`src/rtl/irq_pkg.sv`:
```
/*
 constants, field layout, reset values and carrier types for the external
 and pin-change interrupt block.
 assumes a 32-bit classic wishbone master and a core that reports vector entry.
*/
// Function
// - external flag sets when the selected sense condition on the external pin fires
// - external vector request needs global enable, external enable and external flag, or the pin held low in low-level sense
// - each flag clears when the core enters that flag's handler
// - writing one to a flag bit clears it; writing zero leaves it
// - external flag held at zero while low-level sense is selected
// - control register at 0x12: group-hi enable bit 1, group-lo enable bit 0, reset zero
// - group-hi enabled with global enable: unmasked change on inputs 11:8 interrupts
// - group-lo enabled with global enable: unmasked change on inputs 7:0 interrupts
// - flag register 0x11 bit 1 sets on a change among inputs 11:8
// - flag register bit 0 sets on a change among inputs 7:0
// - group-hi vector requested only with global enable, group-hi enable and flag
// - group-lo vector requested only with global enable, group-lo enable and flag
// - mask register 0x0F gates inputs 7:0 one bit each, reset zero
// - mask register 0x10 bits 0 to 3 gate inputs 8 to 11, reset zero
// - sense select: 00 low level, 01 any change, 10 falling, 11 rising
// - changes are seen even when the pins are driven as outputs
package irq_pkg;

    localparam int WB_ADR_W = 8;
    localparam int WB_DAT_W = 32;
    localparam int IDX_W = 6;
    localparam int PC_LO_W = 8;
    localparam int PC_HI_W = 4;
    localparam int NUM_PC = 12;

    localparam logic [IDX_W-1:0] IDX_PC_MASK_LO = 6'h0F;
    localparam logic [IDX_W-1:0] IDX_PC_MASK_HI = 6'h10;
    localparam logic [IDX_W-1:0] IDX_PC_FLAGS = 6'h11;
    localparam logic [IDX_W-1:0] IDX_PC_CTRL = 6'h12;
    localparam logic [IDX_W-1:0] IDX_EXT_ENABLE = 6'h13;
    localparam logic [IDX_W-1:0] IDX_EXT_FLAGS = 6'h14;
    localparam logic [IDX_W-1:0] IDX_EXT_SENSE = 6'h15;

    localparam int BIT_GROUP_LO = 0;
    localparam int BIT_GROUP_HI = 1;
    localparam int BIT_EXT = 0;
    localparam int VEC_EXT = 0;
    localparam int VEC_PC_LO = 1;
    localparam int VEC_PC_HI = 2;

    localparam logic [7:0] RST_MASK_LO = 8'h00;
    localparam logic [3:0] RST_MASK_HI = 4'h0;
    localparam logic [1:0] RST_PC_CTRL = 2'h0;
    localparam logic [1:0] RST_PC_FLAGS = 2'h0;
    localparam logic RST_EXT_ENABLE = 1'h0;
    localparam logic RST_EXT_FLAG = 1'h0;

    // sample pipeline depth before change detection is trusted
    localparam logic [1:0] SYNC_SETTLE = 2'h3;

    typedef enum logic [1:0] {
        SENSE_LOW = 2'b00,
        SENSE_ANY = 2'b01,
        SENSE_FALL = 2'b10,
        SENSE_RISE = 2'b11
    } sense_t;

    localparam sense_t RST_SENSE = SENSE_LOW;

    typedef struct packed {
        logic cyc;
        logic stb;
        logic we;
        logic [WB_ADR_W-1:0] adr;
        logic [3:0] sel;
        logic [WB_DAT_W-1:0] dat;
    } wb_req_t;

    typedef struct packed {
        logic [PC_LO_W-1:0] mask_lo;
        logic [PC_HI_W-1:0] mask_hi;
        logic [1:0] pc_en;
        logic [1:0] pc_flag;
        logic ext_en;
        logic ext_flag;
        sense_t sense;
        logic ack;
        logic [WB_DAT_W-1:0] dat;
    } irq_state_t;

endpackage

```
`src/rtl/ext_pc_irq.sv`:
```
/*
 flag, enable and mask logic for one external interrupt pin and twelve
 pin-change inputs in two groups, with a classic wishbone register slave.
 assumes the core supplies its global interrupt enable and pulses one
 vector_taken bit per handler entry; pins may be asynchronous and pass through a two-flop synchroniser.
*/
`timescale 1ns/100ps
`default_nettype none
module ext_pc_irq
    import irq_pkg::*;
(
    input wire logic clk_i,
    input wire logic rst_i,
    input wire wb_req_t wb_req_i,
    output logic [WB_DAT_W-1:0] wb_dat_o,
    output logic wb_ack_o,
    input wire logic ext_irq_input_i,
    input wire logic [NUM_PC-1:0] pin_change_input_i,
    input wire logic core_irq_enable_i,
    input wire logic [2:0] vector_taken_i,
    output logic ext_irq_vector_o,
    output logic pc_group_lo_vector_o,
    output logic pc_group_hi_vector_o
);

    irq_state_t state_reg;
    irq_state_t state_next;

    logic [NUM_PC:0] pin_level;
    logic [NUM_PC:0] pin_change;
    logic ext_level;
    logic ext_change;
    logic access;
    logic wr_any;
    logic [IDX_W-1:0] idx;
    logic wr_mask_lo;
    logic wr_mask_hi;
    logic wr_pc_flags;
    logic wr_pc_ctrl;
    logic wr_ext_en;
    logic wr_ext_flag;
    logic wr_sense;
    logic ext_set;
    logic lo_set;
    logic hi_set;
    logic ext_level_req;
    sense_t sense_next;

    // word index from a byte address; low two bits ignored
    function automatic logic [IDX_W-1:0] reg_index(input logic [WB_ADR_W-1:0] adr);
        reg_index = adr[IDX_W+1:2];
    endfunction

    function automatic logic [7:0] read_byte(input logic [IDX_W-1:0] i, input irq_state_t s);
        logic [7:0] b;
        b = 8'h00;
        unique case (i)
            IDX_PC_MASK_LO: b = s.mask_lo;
            IDX_PC_MASK_HI: b = {4'h0, s.mask_hi};
            IDX_PC_FLAGS: b = {6'h00, s.pc_flag};
            IDX_PC_CTRL: b = {6'h00, s.pc_en};
            IDX_EXT_ENABLE: b = {7'h00, s.ext_en};
            IDX_EXT_FLAGS: b = {7'h00, s.ext_flag};
            IDX_EXT_SENSE: b = {6'h00, s.sense};
            default: b = 8'h00;
        endcase
        return b;
    endfunction

    pin_sampler #(
        .W(NUM_PC + 1)
    ) u_sampler (
        .clk_i(clk_i),
        .rst_i(rst_i),
        .pins_i({ext_irq_input_i, pin_change_input_i}),
        .level_o(pin_level),
        .change_o(pin_change)
    );

    assign ext_level = pin_level[NUM_PC];
    assign ext_change = pin_change[NUM_PC];

    // bus decode; writes land on the edge where ack is already high
    assign access = wb_req_i.cyc & wb_req_i.stb & state_reg.ack;
    assign wr_any = access & wb_req_i.we & wb_req_i.sel[0];
    assign idx = reg_index(wb_req_i.adr);
    assign wr_mask_lo = wr_any & (idx == IDX_PC_MASK_LO);
    assign wr_mask_hi = wr_any & (idx == IDX_PC_MASK_HI);
    assign wr_pc_flags = wr_any & (idx == IDX_PC_FLAGS);
    assign wr_pc_ctrl = wr_any & (idx == IDX_PC_CTRL);
    assign wr_ext_en = wr_any & (idx == IDX_EXT_ENABLE);
    assign wr_ext_flag = wr_any & (idx == IDX_EXT_FLAGS);
    assign wr_sense = wr_any & (idx == IDX_EXT_SENSE);

    // edge and change modes only; low level never sets the flag
    always_comb
    begin
        ext_set = 1'b0;
        unique case (state_reg.sense)
            SENSE_LOW: ext_set = 1'b0;
            SENSE_ANY: ext_set = ext_change;
            SENSE_FALL: ext_set = ext_change & ~ext_level;
            SENSE_RISE: ext_set = ext_change & ext_level;
        endcase
    end

    assign lo_set = |(pin_change[PC_LO_W-1:0] & state_reg.mask_lo);
    assign hi_set = |(pin_change[NUM_PC-1:PC_LO_W] & state_reg.mask_hi);
    assign sense_next = wr_sense ? sense_t'(wb_req_i.dat[1:0]) : state_reg.sense;

    always_comb
    begin
        state_next = state_reg;
        state_next.ack = wb_req_i.cyc & wb_req_i.stb & ~state_reg.ack;
        state_next.dat = state_next.ack ? {24'h000000, read_byte(idx, state_reg)} : 32'h00000000;
        if (wr_mask_lo)
        begin
            state_next.mask_lo = wb_req_i.dat[PC_LO_W-1:0];
        end
        if (wr_mask_hi)
        begin
            state_next.mask_hi = wb_req_i.dat[PC_HI_W-1:0];
        end
        if (wr_pc_ctrl)
        begin
            state_next.pc_en = wb_req_i.dat[1:0];
        end
        if (wr_ext_en)
        begin
            state_next.ext_en = wb_req_i.dat[BIT_EXT];
        end
        state_next.sense = sense_next;
        // clear by write-one or handler entry; a new event in the same cycle wins
        state_next.pc_flag[BIT_GROUP_LO] = (state_reg.pc_flag[BIT_GROUP_LO]
            & ~(wr_pc_flags & wb_req_i.dat[BIT_GROUP_LO])
            & ~vector_taken_i[VEC_PC_LO]) | lo_set;
        state_next.pc_flag[BIT_GROUP_HI] = (state_reg.pc_flag[BIT_GROUP_HI]
            & ~(wr_pc_flags & wb_req_i.dat[BIT_GROUP_HI])
            & ~vector_taken_i[VEC_PC_HI]) | hi_set;
        state_next.ext_flag = (state_reg.ext_flag
            & ~(wr_ext_flag & wb_req_i.dat[BIT_EXT])
            & ~vector_taken_i[VEC_EXT]) | ext_set;
        // using the next sense keeps the flag zero in every low-level cycle
        if (sense_next == SENSE_LOW)
        begin
            state_next.ext_flag = 1'b0;
        end
    end

    always_ff @(posedge clk_i)
    begin
        if (rst_i)
        begin
            state_reg.mask_lo <= RST_MASK_LO;
            state_reg.mask_hi <= RST_MASK_HI;
            state_reg.pc_en <= RST_PC_CTRL;
            state_reg.pc_flag <= RST_PC_FLAGS;
            state_reg.ext_en <= RST_EXT_ENABLE;
            state_reg.ext_flag <= RST_EXT_FLAG;
            state_reg.sense <= RST_SENSE;
            state_reg.ack <= 1'b0;
            state_reg.dat <= 32'h00000000;
        end
        else
        begin
            state_reg <= state_next;
        end
    end

    assign wb_ack_o = state_reg.ack;
    assign wb_dat_o = state_reg.dat;

    // low level requests while held low, with no flag behind it
    assign ext_level_req = (state_reg.sense == SENSE_LOW) & ~ext_level;
    assign ext_irq_vector_o = core_irq_enable_i & state_reg.ext_en
        & (state_reg.ext_flag | ext_level_req);
    assign pc_group_lo_vector_o = core_irq_enable_i & state_reg.pc_en[BIT_GROUP_LO]
        & state_reg.pc_flag[BIT_GROUP_LO];
    assign pc_group_hi_vector_o = core_irq_enable_i & state_reg.pc_en[BIT_GROUP_HI]
        & state_reg.pc_flag[BIT_GROUP_HI];
endmodule // ext_pc_irq
`default_nettype wire

```
`src/rtl/pin_sampler.sv`:
```
/*
 two-flop synchroniser and change detector for a vector of pins.
 assumes pins may change at any time; no change is reported until settled.
*/
`timescale 1ns/100ps
`default_nettype none
module pin_sampler
    import irq_pkg::*;
#(
    parameter int W = 13
)
(
    input wire logic clk_i,
    input wire logic rst_i,
    input wire logic [W-1:0] pins_i,
    output logic [W-1:0] level_o,
    output logic [W-1:0] change_o
);

    typedef struct packed {
        logic [W-1:0] sync1;
        logic [W-1:0] sync2;
        logic [W-1:0] prev;
        logic [1:0] warm;
    } sampler_state_t;

    sampler_state_t state_reg;
    sampler_state_t state_next;

    always_comb
    begin
        state_next = state_reg;
        state_next.sync1 = pins_i;
        state_next.sync2 = state_reg.sync1;
        state_next.prev = state_reg.sync2;
        if (state_reg.warm != SYNC_SETTLE)
        begin
            state_next.warm = state_reg.warm + 2'h1;
        end
    end

    always_ff @(posedge clk_i)
    begin
        if (rst_i)
        begin
            state_reg <= '0;
        end
        else
        begin
            state_reg <= state_next;
        end
    end

    // pins are sampled whatever drives them, so output-driven pins count too
    assign level_o = state_reg.sync2;
    // blocked until prev holds a real sample, else reset would look like a change
    assign change_o = (state_reg.warm == SYNC_SETTLE) ?
        (state_reg.sync2 ^ state_reg.prev) : '0;

endmodule // pin_sampler
`default_nettype wire

```
`config.mk`:
```
export PLATFORM = sky130hd
export DESIGN_NAME = ext_pc_irq
export DESIGN_NICKNAME = d
export VERILOG_FILES = /design/src/rtl/irq_pkg.sv /design/src/rtl/ext_pc_irq.sv /design/src/rtl/pin_sampler.sv
export SDC_FILE = /design/constraint.sdc
export NUM_CORES = 1
export LEC_CHECK = 0
export BUFFER_PORTS_ARGS = -buffer_cell sky130_fd_sc_hd__buf_2
export CAP_MARGIN = 10
export CELL_PAD_IN_SITES_DETAIL_PLACEMENT = 0
export CELL_PAD_IN_SITES_GLOBAL_PLACEMENT = 1
export CORE_MARGIN = 3
export CORE_UTILIZATION = 39
export DETAILED_ROUTE_END_ITERATION = 6
export GPL_TIMING_DRIVEN = 1
export PLACE_DENSITY_LB_ADDON = 0.12
export SETUP_SLACK_MARGIN = 0.15
export SLEW_MARGIN = 10
export SYNTH_ARGS = -nofsm -noshare
export SYNTH_HDL_FRONTEND = slang
export SYNTH_SLANG_ARGS = --single-unit
export TNS_END_PERCENT = 10
```
`constraint.sdc`:
```
create_clock -name clk_i -period 3.76 [get_ports clk_i]
set_input_delay 0.376 -clock clk_i [delete_from_list [all_inputs] [get_ports clk_i]]
set_output_delay 0.376 -clock clk_i [all_outputs]
set_load 0.02 [all_outputs]
```
After elaboration in Yosys (flattened, before gate mapping)
Index checks and enable logic that the tools add are counted.

Bits of input ports: 66. Register bits: 94. Output and inout bits: 36. Logic and storage cells: 83.

Equal/unequal tests: 12. Reductions and logical operators: 6. $add $sub $neg: 1. Bitwise operators: 46. Muxes and demuxes: 4.

Operator list (count): $pmux 8 s7 (1); $eq 6x5->1 const B (6); $and 1x1->1 (30); $mux 13 (1); $xor 13x13->13 (1); $not 1->1 (9); $and 8x8->8 (1); $reduce_or 8->1 (1); $eq 2x2->1 const B (3); $eq 6x4->1 const B (1); $and 4x4->4 (1); $logic_not 2->1 (2); $or 1x1->1 (4); $pmux 1 s4 (1); $reduce_or 2->1 (2); $reduce_or 4->1 (1); $add 2x1->2 const B (1); $eq 2x1->1 const B (1); $mux 2 (1); $ne 2x2->1 const B (1).

Longest topological paths before layout
Word-level depth: 10. Mapped depth: 6. Depth with buffers taken out: 4.

By module
A second synthesis with hierarchy kept.

Cell total of the unflattened synthesis: 313. Area, all modules: 3086.7 um^2.

Modules (own cells, without submodules): ext_pc_irq (cells each 183, times used 1, area an instance 1652.8 um^2, seq. area each 580.6 um^2); pin_sampler (cells each 130, times used 1, area an instance 1433.9 um^2, seq. area each 820.8 um^2).

Worst setup path before layout
No wires, ideal clock.

Path type: input to register. Start: in wb_req_i[38] (netlist name). End: reg state_reg[45] (netlist name). Setup time: 132 ps. Stages on the path: 6. Data arrival time: 1375 ps. Path buffers: 2. Data required time: 3628 ps. Slack: 2253 ps. Path through: buf_2 nand2_1 or4_1 clkbuf_1 o21ai_0 a21oi_1.

Longest elaborated chain between the ends: 2.

Ends and longest elaborated chain: start, declared (line ext_pc_irq.sv:14) `input wire wb_req_t wb_req_i,`; $eq 6x4->1 (line ext_pc_irq.sv:87) `assign wr_mask_lo = wr_any & (idx == IDX_PC_MASK_LO);`; $and 1x1->1 (line ext_pc_irq.sv:87); end signal, assigned (line ext_pc_irq.sv:166) `state_reg <= state_next;`; end, declared (line ext_pc_irq.sv:26) `irq_state_t state_reg;`.

Every way passes these cells. A chain may end at the register's enable or synchronous reset.

Final worst setup path
Start: reg state_reg[33] (netlist name). End: out ext_irq_vector_o.

Longest elaborated chain between the ends: 4.

Ends and longest elaborated chain: $logic_not 2->1 (line ext_pc_irq.sv:174) `assign ext_level_req = (state_reg.sense == SENSE_LOW) & ~ext_level;`; $and 1x1->1 (line ext_pc_irq.sv:174); $or 1x1->1 (line ext_pc_irq.sv:176) `& (state_reg.ext_flag | ext_level_req);`; $and 1x1->1 (line ext_pc_irq.sv:176); end, declared (line ext_pc_irq.sv:21) `output logic ext_irq_vector_o,`.

Every way passes these cells.

==> reports/qor.csv <==
stage,metric,value,unit
status,run_status,"complete, no violations",
critical_path,worstPathMaxFanout,6,
sta,clock-skew-final,0.0113,ns
run,cap_violations,0,
die,die_h,92.0,µm
cells_and_area,fin_cells,436,
sta,tightest_slew,0.785,ns
min_path,min_delay_path_depth,2,
cells_and_area,layout_common_cells,"70 x dfxtp_1, 48 x buf_2, 42 x nor2b_1, 24 x conb_1, 16 x nor2_1",
synth,yosysWarnings,0,
cells_and_area,layout_commonest_cell,dfxtp_1,
critical_path,cp_slowest_stage_delay,0.45,ns
placement,gp_congestion,0.761,
critical_path,crit_type,reg -> out,
die,rows,30,
critical_path,worstRegToRegCells,3,
die,die_w,92.0,µm
cts,clock-sinks,70,
power,internal_power,1.18,mW
critical_path,crit_arrival,1.23,ns
power,power_density,470,mW/mm²
cts,ctsResizeCount,0,
power,vdd_ir_drop_max,0.000207,V
die,die_area,0.00846,mm²
critical_path,endpoint_kind,output pin,
route,dr.pass1.iters,4,
sta,setup_violations,0,
cts,htreeDepth,3,
synth,avgSynthCellArea,9.67,µm²
cts,holdBufCountCts,0,
cells_and_area,antenna_cells,0,
sta,timing.fmax,0.624,GHz
route,wirelength,5450,µm
sta,slew_viol_final,0,
sta,rsz0062_at_grt,false,
grt,grt_pass1_wl,8860,µm
route,wire_per_inst,12.5,µm
sta,whs,0.243,ns
sta,post-route-period-util,42.6,%
cts,tritoncts,done,
grt,grt_pass1_vias,1809,
synth,synth_area,0.00288,mm²
critical_path,crit_buf_inv,1,
cts,cts_buffer_depth,2,
cells_and_area,fin_util,46.6,%
route,viasPerCell,4.48,
cts,clk_pin_slew_worst_paths,0.08,ns
critical_path,start_kind,flip-flop,
cells_and_area,drive_above_1_share,19.7,%
grt,overflow,0,
sta,slew_headroom,47.3,%
route,ant_nets,0,
die,io_pins,102,
placement,dp_cells,420,
sta,finalCriticalPeriod,1.60,ns
critical_path,worst-path-stages,3,
route,drc,0,
power,p_clk_share,42.7,%
cts,cts_buffers,9,
critical_path,cpLargestDelayFamily,flip-flops,
die,core_area,0.00698,mm²
cts,insertion_delay,0.34,ns
min_path,min_path_type,in -> reg,
power,pwr-share-seq,50.5,%
synth,synthCells,298,
power,pwr-share-comb,6.8,%
die,initial_core_util,41.3,%
grt,grt_usage,13.5,%
route,initialDrtViolationCount,79,
critical_path,path_cells,"nor3_1, o211a_1, buf_2",
critical_path,crit_slowest_cell,dfxtp_1,
critical_path,cp.required,3.38,ns
sta,hold_violations,0,
cells_and_area,largest_reg_flops,20,
route,vias,1955,
sta,fin_tns_setup,0,ns
cts,postCtsSetupRepairBufs,0,
placement,dpl.hpwl,3840,µm
synth,synth.distinct_cells,41,
cts,cts_root_buf,clkbuf_8,
grt,grt_max_degree,37,
synth,yosysSeqAreaShare,48.6,%
power,p_sw_share,23.0,%
cells_and_area,area_growth,12.9,%
cells_and_area,fin_nets,402,
placement,io_buffers,48,
cells_and_area,fillers,720,
power,switchingPower,0.353,mW
synth,synth-seq-cells,70,
grt,grt_antenna_before_repair,0,
power,p_leak,1.45,nW
area by class of cell:
cell class	instances	area [µm²]	share of cell area, %
Tap cell	96	120	3.69
Clock buffer	11	131	4.04
Clock inverter	5	82.6	2.54
Multi-Input combinational cell	203	1260	38.8
Sequential cell	70	1400	43.1
Timing Repair Buffer	49	248	7.61
Inverter	2	7.51	0.231
through the flow:
stage | instance area [µm²] | setup WS [ns] | power (mW)
2_1_floorplan | 2970 | 2.25 | 0.878
3_3_place_gp | 3040 | 1.85 | 0.893
3_5_place_dp | 3040 | 1.87 | 0.896
4_1_cts | 3250 | 2.14 | 1.55
5_1_grt | 3250 | 2.03 | 1.60
6_report | 3250 | 2.16 | 1.53
path summary, 6_finish.rpt:
path                             from                       end  slack (ns)
max                     state_reg[33]          ext_irq_vector_o        2.16
min             pin_change_input_i[0]  u_sampler.state_next[15]        0.24
max reg2reg                  wb_ack_o             state_reg[35]        2.37
min reg2reg  u_sampler.state_next[23]      u_sampler.level_o[8]        0.43
worst reg2reg max path: stages, from the launching register on:
cell and delay (ns):
dfxtp_1 0.51, nand2_1 0.29, o311ai_0 0.38, a21oi_1 0.10
synth_stat cells (all sizes together):
| master | n | area, µm² |
|---|---|---|
| nor2 | 16 | 60.1 |
| nor4 | 2 | 27.5 |
| clkbuf | 11 | 41.3 |
| conb | 1 | 3.75 |
| nand2 | 11 | 43.8 |
| o21ai | 12 | 60.1 |
| and4 | 1 | 8.76 |
| nand3 | 11 | 55.1 |
| a32o | 1 | 10.0 |
| a32oi | 2 | 17.5 |
| o311ai | 1 | 8.76 |
| xnor2 | 1 | 8.76 |
| mux2i | 10 | 100 |
| a22oi | 7 | 52.6 |
| mux2 | 1 | 11.3 |
| nor2b | 42 | 263 |
| nor3b | 1 | 7.51 |
| nand2b | 2 | 12.5 |
| inv | 2 | 7.51 |
| ha | 1 | 12.5 |
| dfxtp | 70 | 1400 |
| and3 | 6 | 37.5 |
| buf | 35 | 255 |
| o2bb2ai | 1 | 8.76 |
| nand4 | 5 | 31.3 |
| and2 | 2 | 12.5 |
| o31ai | 1 | 7.51 |
| nor4b | 1 | 23.8 |
| o211a | 1 | 10.0 |
| or4 | 1 | 7.51 |
| a21oi | 14 | 70.1 |
| nor4bb | 2 | 20.0 |
| and3b | 1 | 8.76 |
| nand3b | 2 | 15.0 |
| or3 | 1 | 6.26 |
| xor2 | 13 | 114 |
| a22o | 3 | 26.3 |
| nor3 | 3 | 15.0 |
metal layers:
layer	global-route usage [%]	share of wire (%)	vias to the layer above	routed length (µm)
li1	-	-	1029	-
met2	20.4	45	53	2460
met3	4.27	5.9	6	323
met5	0	0	-	0
met1	17.5	48	867	2610
met4	6.31	0.99	0	54
logic make-up after synthesis:
kind of cell	share of synthesized area, %
and+or+nand+nor	22.7
DFF	48.6
buffers and inverters	10.5
AOI/OAI and AO/OA	9.42
xor gates and xnor gates	4.25
muxes	3.86
adders and majority gates	0.434
other	0.130
power groups by stage:
stage	combinational (mW)	sequential, mW	clock [mW]
final	0.105	0.773	0.653
after floorplan	0.0903	0.788	0
after detailed placement	0.105	0.791	0
after global placement	0.104	0.790	0
after global routing	0.119	0.775	0.710
after CTS	0.106	0.773	0.674
Note: power is estimated with default switching activity, not from simulation.
